$ cat src/oad_pkg.sv
// constants, register map and types for the request message decoder
package oad_pkg;
	localparam logic [7:0]  FMT_BASIC      = 8'h14;
	localparam logic [7:0]  FMT_EXTENDED   = 8'h15;
	localparam logic [7:0]  FMT_DEFAULT    = 8'h00;
	localparam logic [7:0]  FMT_NATIVE     = 8'h64;
	localparam logic [7:0]  FMT_USER       = 8'h66;
	localparam logic [7:0]  FMT_RESET      = 8'h00;

	localparam int          BIT_FWD        = 0;
	localparam int          BIT_REV        = 1;
	localparam int          BIT_FRST       = 2;
	localparam int          BIT_RUN_NET    = 5;
	localparam int          BIT_SPD_NET    = 6;
	localparam int          BIT_TERM_LO    = 2;
	localparam int          BIT_TERM_HI    = 6;
	localparam int          BIT_TERM_F     = 13;
	localparam int          BIT_TERM_R     = 14;
	localparam int          BIT_NATIVE_RST = 15;
	localparam logic [15:0] FREQ_FULL_SCALE = 16'h4E20;

	localparam logic [7:0]  ADR_FORMAT     = 8'h00;
	localparam logic [7:0]  ADR_PTR1       = 8'h04;
	localparam logic [7:0]  ADR_PTR2       = 8'h08;
	localparam logic [7:0]  ADR_PTR3       = 8'h0C;
	localparam logic [7:0]  ADR_PTR4       = 8'h10;
	localparam logic [7:0]  ADR_CONTROL    = 8'h14;
	localparam logic [7:0]  ADR_STATUS     = 8'h18;
	localparam int          CTL_RESTART    = 0;
	localparam logic [15:0] PTR_NONE       = 16'h0000;
	localparam logic [15:0] PTR_RESET      = 16'h0000;

	typedef enum logic [1:0] {OAD_IDLE, OAD_WRITE} oad_state_t;
endpackage

$ cat src/oad_decoder.sv
// request message decoder with wishbone configuration registers
// How it works
// selector picks basic, extended, native or user layout
// selector 21 and 0 both mean extended
// basic: bit0 forward, bit2 alarm reset
// basic/extended: bytes 2-3 speed, low first
// extended: bits 0,1,2 forward, reverse, reset
// extended bit5 selects network run source
// extended bit6 selects network speed source
// native: fwd, rev, five terminal commands
// native byte1 bits 5,6 two more terminals
// native byte1 bit7 requests fault reset
// native bytes 2-3 frequency, 20000 full scale
// user: four words written via four pointers
// changed pointers apply only after restart
// duplicate pointer: only lowest one effective
// ignore unused bits, decode whole message first
//
// Design decisions made here: register access over Wishbone and the register offsets.
`timescale 1ns/10ps
module oad_decoder (
	input  wire logic        clk_i,          // 50 MHz system clock
	input  wire logic        rst_i,          // synchronous reset, active high
	input  wire logic [7:0]  wb_adr_i,       // byte address
	input  wire logic [31:0] wb_dat_i,       // write data
	output logic      [31:0] wb_dat_o,       // read data
	input  wire logic        wb_we_i,        // write enable
	input  wire logic [3:0]  wb_sel_i,       // byte enables
	input  wire logic        wb_cyc_i,       // bus cycle
	input  wire logic        wb_stb_i,       // strobe
	output logic             wb_ack_o,       // acknowledge
	input  wire logic        msg_valid_i,    // one-cycle request message strobe
	input  wire logic [63:0] msg_data_i,     // message, byte 0 in bits 7:0
	output logic             msg_ready_o,    // message can be taken
	output logic             run_forward_o,  // run forward command
	output logic             run_reverse_o,  // run reverse command
	output logic             fault_reset_o,  // alarm reset request
	output logic             run_source_request_o,   // run command from network
	output logic             speed_source_request_o, // speed reference from network
	output logic [6:0]       terminal_cmd_o, // terminals 1-5, f, r
	output logic [15:0]      speed_ref_o,    // speed reference, r/min
	output logic [15:0]      freq_cmd_o,     // frequency command, per unit
	output logic             param_wr_o,     // parameter write pulse
	output logic [15:0]      param_code_o,   // parameter written
	output logic [15:0]      param_data_o    // value written
);
	import oad_pkg::*;

	logic [7:0]  format_ff;
	logic [15:0] ptr_pend_ff [4];
	logic [15:0] ptr_act_ff [4];
	logic [3:0]  ptr_en_ff;
	logic        ack_ff;
	logic [31:0] rdata_ff;
	logic [7:0]  msg_count_ff;
	oad_state_t  state_ff;
	logic [1:0]  idx_ff;
	logic [15:0] word_ff [4];
	logic        ready_ff;
	logic        wr_ff;
	logic [15:0] code_ff;
	logic [15:0] data_ff;
	logic        fwd_ff, rev_ff, frst_ff, run_net_ff, spd_net_ff;
	logic [6:0]  term_ff;
	logic [15:0] speed_ff, freq_ff;

	logic        bus_req, bus_wr, restart, take, fmt_ext;

	// duplicate check: a pointer counts only if no lower one names it
	function automatic logic ptr_usable(input logic [15:0] p [4], input int n);
		logic ok;
		ok = (p[n] != PTR_NONE);
		for (int k = 0; k < 4; k++) begin
			if (k < n && p[k] == p[n])
				ok = 1'b0;
		end
		return ok;
	endfunction

	assign bus_req = wb_cyc_i & wb_stb_i & ~ack_ff;
	assign bus_wr  = bus_req & wb_we_i;
	assign restart = bus_wr & (wb_adr_i == ADR_CONTROL) & wb_sel_i[0] & wb_dat_i[CTL_RESTART];
	assign take    = msg_valid_i & ready_ff;
	assign fmt_ext = (format_ff == FMT_EXTENDED) || (format_ff == FMT_DEFAULT);

	assign wb_ack_o     = ack_ff;
	assign wb_dat_o     = rdata_ff;
	assign msg_ready_o  = ready_ff;
	assign run_forward_o = fwd_ff;
	assign run_reverse_o = rev_ff;
	assign fault_reset_o = frst_ff;
	assign run_source_request_o   = run_net_ff;
	assign speed_source_request_o = spd_net_ff;
	assign terminal_cmd_o = term_ff;
	assign speed_ref_o    = speed_ff;
	assign freq_cmd_o     = freq_ff;
	assign param_wr_o     = wr_ff;
	assign param_code_o   = code_ff;
	assign param_data_o   = data_ff;

	////////////////////////////////////////////////////////////////////////////////
	// bus slave: answer one cycle after the strobe, unmapped reads give zero

	always_ff @(posedge clk_i) begin
		if (rst_i)
			ack_ff <= 1'b0;
		else
			ack_ff <= bus_req;
	end

	always_ff @(posedge clk_i) begin
		if (rst_i) begin
			rdata_ff <= 32'h00000000;
		end else if (bus_req) begin
			unique case (wb_adr_i)
				ADR_FORMAT:  rdata_ff <= {24'h000000, format_ff};
				ADR_PTR1:    rdata_ff <= {16'h0000, ptr_pend_ff[0]};
				ADR_PTR2:    rdata_ff <= {16'h0000, ptr_pend_ff[1]};
				ADR_PTR3:    rdata_ff <= {16'h0000, ptr_pend_ff[2]};
				ADR_PTR4:    rdata_ff <= {16'h0000, ptr_pend_ff[3]};
				ADR_STATUS:  rdata_ff <= {16'h0000, msg_count_ff, ptr_en_ff,
					3'h0, (state_ff == OAD_WRITE)};
				default:     rdata_ff <= 32'h00000000;
			endcase
		end
	end

	always_ff @(posedge clk_i) begin
		if (rst_i) begin
			format_ff <= FMT_RESET;
		end else if (bus_wr && wb_adr_i == ADR_FORMAT && wb_sel_i[0]) begin
			format_ff <= wb_dat_i[7:0];
		end
	end

	always_ff @(posedge clk_i) begin
		if (rst_i) begin
			for (int i = 0; i < 4; i++)
				ptr_pend_ff[i] <= PTR_RESET;
		end else if (bus_wr) begin
			for (int i = 0; i < 4; i++) begin
				if (wb_adr_i == ADR_PTR1 + 8'(4 * i)) begin
					if (wb_sel_i[0])
						ptr_pend_ff[i][7:0] <= wb_dat_i[7:0];
					if (wb_sel_i[1])
						ptr_pend_ff[i][15:8] <= wb_dat_i[15:8];
				end
			end
		end
	end

	// pending pointers take effect only on a drive restart
	always_ff @(posedge clk_i) begin
		if (rst_i) begin
			for (int i = 0; i < 4; i++)
				ptr_act_ff[i] <= PTR_RESET;
			ptr_en_ff <= 4'h0;
		end else if (restart) begin
			for (int i = 0; i < 4; i++) begin
				ptr_act_ff[i] <= ptr_pend_ff[i];
				ptr_en_ff[i]  <= ptr_usable(ptr_pend_ff, i);
			end
		end
	end

	////////////////////////////////////////////////////////////////////////////////
	// command decode: whole message in one cycle, unused bits never looked at

	always_ff @(posedge clk_i) begin
		if (rst_i) begin
			fwd_ff     <= 1'b0;
			rev_ff     <= 1'b0;
			frst_ff    <= 1'b0;
			run_net_ff <= 1'b0;
			spd_net_ff <= 1'b0;
			term_ff    <= 7'h00;
			speed_ff   <= 16'h0000;
			freq_ff    <= 16'h0000;
		end else if (take) begin
			if (format_ff == FMT_BASIC) begin
				fwd_ff     <= msg_data_i[BIT_FWD];
				rev_ff     <= 1'b0;
				frst_ff    <= msg_data_i[BIT_FRST];
				run_net_ff <= 1'b1;
				spd_net_ff <= 1'b1;
				speed_ff   <= msg_data_i[31:16];
			end else if (fmt_ext) begin
				fwd_ff     <= msg_data_i[BIT_FWD];
				rev_ff     <= msg_data_i[BIT_REV];
				frst_ff    <= msg_data_i[BIT_FRST];
				run_net_ff <= msg_data_i[BIT_RUN_NET];
				spd_net_ff <= msg_data_i[BIT_SPD_NET];
				speed_ff   <= msg_data_i[31:16];
			end else if (format_ff == FMT_NATIVE) begin
				fwd_ff     <= msg_data_i[BIT_FWD];
				rev_ff     <= msg_data_i[BIT_REV];
				term_ff    <= {msg_data_i[BIT_TERM_R], msg_data_i[BIT_TERM_F],
					msg_data_i[BIT_TERM_HI:BIT_TERM_LO]};
				frst_ff    <= msg_data_i[BIT_NATIVE_RST];
				run_net_ff <= 1'b1;
				spd_net_ff <= 1'b1;
				freq_ff    <= msg_data_i[31:16];
			end
		end
	end

	////////////////////////////////////////////////////////////////////////////////
	// user layout: four slots stepped in pointer order, one per cycle, each word written only if its pointer is enabled

	always_ff @(posedge clk_i) begin
		if (rst_i) begin
			state_ff <= OAD_IDLE;
			idx_ff   <= 2'h0;
			ready_ff <= 1'b0;
			wr_ff    <= 1'b0;
			code_ff  <= 16'h0000;
			data_ff  <= 16'h0000;
			for (int i = 0; i < 4; i++)
				word_ff[i] <= 16'h0000;
		end else begin
			wr_ff <= 1'b0;
			unique case (state_ff)
				OAD_IDLE: begin
					ready_ff <= 1'b1;
					if (take && format_ff == FMT_USER) begin
						for (int i = 0; i < 4; i++)
							word_ff[i] <= msg_data_i[16*i +: 16];
						state_ff <= OAD_WRITE;
						idx_ff   <= 2'h0;
						ready_ff <= 1'b0;
					end
				end
				OAD_WRITE: begin
					// skipped slots still cost a cycle: fixed timing per message
					wr_ff   <= ptr_en_ff[idx_ff];
					code_ff <= ptr_act_ff[idx_ff];
					data_ff <= word_ff[idx_ff];
					idx_ff  <= idx_ff + 2'h1;
					if (idx_ff == 2'h3) begin
						state_ff <= OAD_IDLE;
						ready_ff <= 1'b1;
					end
				end
			endcase
		end
	end

	always_ff @(posedge clk_i) begin
		if (rst_i)
			msg_count_ff <= 8'h00;
		else if (take)
			msg_count_ff <= msg_count_ff + 8'h01;
	end

	////////////////////////////////////////////////////////////////////////////////
	// checks

	chk_basic_fwd_bit: assert property (@(posedge clk_i) disable iff (rst_i)
		take && format_ff == FMT_BASIC |=> run_forward_o == $past(msg_data_i[0])
			&& fault_reset_o == $past(msg_data_i[2]) && !run_reverse_o)
		else $error("basic layout run or reset bit wrong");

	chk_default_is_ext: assert property (@(posedge clk_i) disable iff (rst_i)
		take && format_ff == FMT_DEFAULT |=> run_reverse_o == $past(msg_data_i[1])
			&& speed_source_request_o == $past(msg_data_i[6]))
		else $error("selector zero not decoded as extended");

	chk_ext_run_src: assert property (@(posedge clk_i) disable iff (rst_i)
		take && format_ff == FMT_EXTENDED |=> run_source_request_o == $past(msg_data_i[5]))
		else $error("run source request wrong");

	chk_ext_spd_src: assert property (@(posedge clk_i) disable iff (rst_i)
		take && format_ff == FMT_EXTENDED |=> speed_source_request_o == $past(msg_data_i[6]))
		else $error("speed source request wrong");

	chk_speed_ref_order: assert property (@(posedge clk_i) disable iff (rst_i)
		take && (format_ff == FMT_BASIC || fmt_ext)
			|=> speed_ref_o == {$past(msg_data_i[31:24]), $past(msg_data_i[23:16])})
		else $error("speed reference byte order wrong");

	chk_native_terms: assert property (@(posedge clk_i) disable iff (rst_i)
		take && format_ff == FMT_NATIVE |=> terminal_cmd_o ==
			{$past(msg_data_i[14]), $past(msg_data_i[13]), $past(msg_data_i[6:2])}
			&& fault_reset_o == $past(msg_data_i[15]))
		else $error("native terminal or reset bits wrong");

	chk_native_freq: assert property (@(posedge clk_i) disable iff (rst_i)
		take && format_ff == FMT_NATIVE |=> freq_cmd_o == $past(msg_data_i[31:16]))
		else $error("frequency command wrong");

	chk_user_first_word: assert property (@(posedge clk_i) disable iff (rst_i)
		take && format_ff == FMT_USER && ptr_en_ff[0] && !restart
			|=> ##1 param_wr_o && param_data_o == $past(msg_data_i[15:0], 2)
			&& param_code_o == $past(ptr_act_ff[0], 2))
		else $error("first user word not written");

	chk_user_busy_len: assert property (@(posedge clk_i) disable iff (rst_i)
		take && format_ff == FMT_USER |=> !msg_ready_o [*4] ##1 msg_ready_o)
		else $error("user write sequence length wrong");

	chk_ptr_restart: assert property (@(posedge clk_i) disable iff (rst_i)
		!restart |=> $stable(ptr_en_ff) && ptr_act_ff[0] == $past(ptr_act_ff[0]))
		else $error("pointers changed without restart");

	chk_dup_pointer: assert property (@(posedge clk_i) disable iff (rst_i)
		restart && ptr_pend_ff[1] == ptr_pend_ff[0] |=> !ptr_en_ff[1])
		else $error("duplicate pointer left effective");

	chk_dup_third: assert property (@(posedge clk_i) disable iff (rst_i)
		restart && ptr_pend_ff[2] == ptr_pend_ff[0] && ptr_pend_ff[0] != PTR_NONE
			|=> !ptr_en_ff[2] && ptr_en_ff[0])
		else $error("third pointer duplicate left effective");
endmodule

$ cat config.mk
export PLATFORM = sky130hd
export DESIGN_NAME = oad_decoder
export DESIGN_NICKNAME = d
export VERILOG_FILES = /design/src/oad_pkg.sv /design/src/oad_decoder.sv
export SDC_FILE = /design/constraint.sdc
export NUM_CORES = 1
export LEC_CHECK = 0
export ABC_AREA = 1
export BUFFER_PORTS_ARGS = -buffer_cell sky130_fd_sc_hd__buf_2
export CELL_PAD_IN_SITES_DETAIL_PLACEMENT = 1
export CELL_PAD_IN_SITES_GLOBAL_PLACEMENT = 1
export CORE_MARGIN = 2
export CORE_UTILIZATION = 39
export CTS_BUF_LIST = sky130_fd_sc_hd__clkbuf_4 sky130_fd_sc_hd__clkbuf_8
export DETAILED_ROUTE_END_ITERATION = 10
export PLACE_DENSITY = 0.8
export SKIP_LAST_GASP = 1
export SYNTH_ARGS = -nofsm -noshare
export SYNTH_HDL_FRONTEND = slang
export SYNTH_SLANG_ARGS = --single-unit
$ cat constraint.sdc
create_clock -name clk_i -period 2.51 [get_ports clk_i]
set_clock_uncertainty 0.2 [all_clocks]
set_input_delay 0.1255 -clock clk_i [delete_from_list [all_inputs] [get_ports clk_i]]
set_output_delay 0.1255 -clock clk_i [all_outputs]
set_load 0.01 [all_outputs]
==> flow_metrics.tcl <==
set metrics [dict create \
    synth_edf_count 128 \
    netlist_top_cells_area "edfxtp_1, dfxtp_1, nor2_1" \
    antenna_found_initial 2 \
    dp_hpwl_um 34680 \
    run_status "complete, no violations" \
    hold_path_class "input port to register" \
    synthArstFlopShare_pct 0 \
    synth.area.mux_share_pct 0 \
    synth-compound-area-share_pct 14.25 \
    synthFlopType "dfxtp_1" \
    period_share_pct 94.34 \
    first_pass_iters 5 \
    power.leakage_nw 8.292 \
    slowest_delay_ns 0.57 \
    grt_pass1_vias 14592 \
    io-pin-count 225 \
    viasPerCell 5.330 \
    route.detailed.drc 0 \
    yosysWarnings 0 \
    max_cap_violations 0 \
    synthDistinctLibCells 39 \
    p_clk_share_pct 45.6 \
    fmax_mhz 422.3 \
    fin_util_pct 49.02 \
    io_buffers 190 \
    synthAdderAreaFrac_pct 0.1709 \
    vdd_drop_max_mv 0.2934 \
    post-synth-top-area-cell "edfxtp_1" \
    p_sw_share_pct 24.37 \
    fin_tns_setup_ns 0 \
    die-area_um2 39110 \
    tightest_slew_ns 0.7024 \
    first_iter_violations 1189 \
    cp_max_fo 64 \
    cp_slowest_cell "dlygate4sd3_1" \
    min_period_ns 2.368 \
    worstPathRequired_ns 2.78 \
    syn_area_um2 14640 \
    p_seq_share_pct 48.8 \
    wirelength_um 53340 \
    synth_cells 1870 \
    powerDensity_nw_per_um2 611.3 \
    slew_violations 0 \
    synth_top_family_by_area "simple AND/OR/NAND/NOR gates" \
    rsz0062_at_grt "no" \
    area_growth_pct 23.15 \
    slew_headroom_pct 53.17 \
    synthMostInstantiatedCell "nor2_1" \
    p_int_mw 8.337 \
    grt_usage_pct 27.33 \
    worstPathArrival_ns 2.64 \
    crit_path_frequent_cell "nor2_1" \
    power.switching_mw 2.686 \
    start_kind "input port" \
    die_w_um 197.8 \
    end_kind "register" \
    setup_violations 0 \
    core_um2 36790 \
    clock_latency_ns 0.67 \
    avgSynthCellArea_um2 7.830 \
    synth_common_cells "nor2_1, nand2_1, o21ai_0, inv_1, dfxtp_1" \
    cts_buffer_depth 3 \
    comb_power_share_pct 5.7 \
    drive_above_1_share_pct 15.92 \
    routedWlPerCell_um 20.18 \
    path_buf_inv 4 \
    place.gp.congestion 0.8982 \
    start_util_pct 39.81 \
    yosysSeqAreaShare_pct 51.13 \
    fp.dieH_um 197.8 \
    synth_xor_area_share_pct 2.991 \
    cts_max_level 2 \
    clockRootBuffer "clkbuf_8" \
    cts_buffers 54 \
    rows 70 \
    layout.nets 2250 \
    synth_seq_cells 310 \
    cts_setup_buffers 0 \
    cts.sinks 310 \
    critical_path.top_delay_family "buffers and inverters" \
    hold_viol 0 \
    clkTransAtPathRegs_ns 0.05 \
    grt_overflow_total 0 \
    synth-simple-area-share_pct 21.99 \
    synth.top_cell.area_share_pct 26.25 \
    worstPathCellList "dlygate4sd3_1 -> buf_2 -> nor2_1 -> dlygate4sd3_1 -> nand3_1 -> nor2_1 -> nand3_2 -> buf_12 -> nor2_1" \
    grt_start_max_net_pins 67 \
    drt.antenna.violating_nets 0 \
    crit_type "input port to register" \
    cts_tree "done" \
    grt_pass1_wl_um 82570 \
    num_vias 14086 \
]
## timing repair
item / 4_1_cts / 5_1_grt
hold buffers: 100 / 0
endpoints found under the setup margin: 0 / 1
resized for setup: 0 / 1
endpoints found under the hold margin: 211 / 0
## state kept, by name (all words and copies together), names as in the netlist, 7 cells and up
signal / flops
ptr_act_ff: 64
format_ff: 8
terminal_cmd_o: 7
msg_count_ff: 8
wb_dat_o: 16
param_code_o: 16
param_data_o: 16
ptr_pend_ff: 64
word_ff: 64
freq_cmd_o: 16
speed_ref_o: 16
## layer usage
| metal | wire length (µm) | global-route usage, % |
|---|---|---|
| met5 | 0 | 0 |
| met3 | 3533 | 5.195 |
| met2 | 24690 | 44.18 |
| met4 | 1950 | 11.17 |
| met1 | 23170 | 36.05 |
## worst register-to-register path, cell delays in order (launching register included)
cell	delay, ns
dfxtp_1	0.39
nand2_1	0.07
nor2_1	0.20
nand3_1	0.14
nand3_2	0.14
nand2_2	0.26
nand3b_1	0.19
nand2_1	0.06
nor2_1	0.10
dlygate4sd3_1	0.54
## layout by cell type (no fill, tap or decap), drive strengths merged, types with 2 or more instances in the layout
| cell type | netlist | routed |
|---|---|---|
| o22ai | 32 | 32 |
| nand2 | 249 | 249 |
| o21ai | 237 | 237 |
| nand3b | 3 | 3 |
| conb | 1 | 16 |
| nand4 | 18 | 18 |
| a21oi | 131 | 131 |
| edfxtp | 128 | 128 |
| xnor2 | 20 | 20 |
| diode | 0 | 2 |
| dlygate4sd3 | 0 | 100 |
| buf | 65 | 215 |
| nor3 | 11 | 11 |
| dfxtp | 182 | 182 |
| ha | 2 | 2 |
| clkbuf | 57 | 81 |
| inv | 205 | 207 |
| xor2 | 30 | 30 |
| nor4 | 4 | 4 |
| bufinv | 0 | 2 |
| o21bai | 2 | 2 |
| clkinv | 2 | 11 |
| nand3 | 91 | 91 |
| nor2 | 395 | 395 |
## per-stage QoR
stage	setup slack, ns	std cells	total power [mW]	hold slack, ns	instance area, µm²
6_report	0.1420	2643	11.02	0.02947	18030
3_5_place_dp	0.4275	2446	5.959	0.1853	15890
3_3_place_gp	0.5089	2446	5.939	0.1785	15890
5_1_grt	0.02059	2643	11.35	0.09464	18030
4_1_cts	0.09301	2641	11.03	0.006811	18030
2_1_floorplan	0.08902	1885	5.736	0.06042	14710
## path summary, 6_finish.rpt
| path | cells past startpoint | end | slack, ns | from |
|---|---|---|---|---|
| worst min-delay path | 10 | wb_dat_o[4] | 0.03 | wb_adr_i[7] |
| worst max register to register | 9 | run_forward_o | 0.17 | format_ff[4] |
| worst max-delay path | 9 | ptr_act_ff[1][0] | 0.14 | wb_adr_i[6] |
| worst min register to register | 2 | speed_source_request_o | 0.26 | speed_source_request_o |
## power by group through the flow
stage / Clock, mW / Combinational, mW / Sequential (mW)
after floorplan: 0 / 0.256 / 5.48
after global placement: 0 / 0.468 / 5.47
after detailed placement: 0 / 0.480 / 5.48
after CTS: 5.06 / 0.598 / 5.37
after global routing: 5.29 / 0.674 / 5.38
final: 5.02 / 0.623 / 5.38
## cells by family (layout without fill, tap and decap cells)
family | Yosys count | in the layout
AND/OR/NAND/NOR | 772 | 772
AO/OA/AOI/OAI | 406 | 406
buffers and inverters | 329 | 617
flip-flops | 310 | 310
XOR/XNOR | 50 | 50
adder cells (fa/ha/maj) | 2 | 2
other | 1 | 18
## area by class of cell
| class | instances | area (µm²) |
|---|---|---|
| clock buffers | 81 | 1002 |
| diodes | 2 | 5.005 |
| inverters | 207 | 782.0 |
| flip-flops and latches | 310 | 7488 |
| fillers | 4517 | 18750 |
| repair buffers | 315 | 2202 |
| clock inverters | 14 | 131.4 |
| multi-input cells | 1246 | 5836 |
| well taps | 468 | 585.6 |
(Power assumes the default switching activity.)
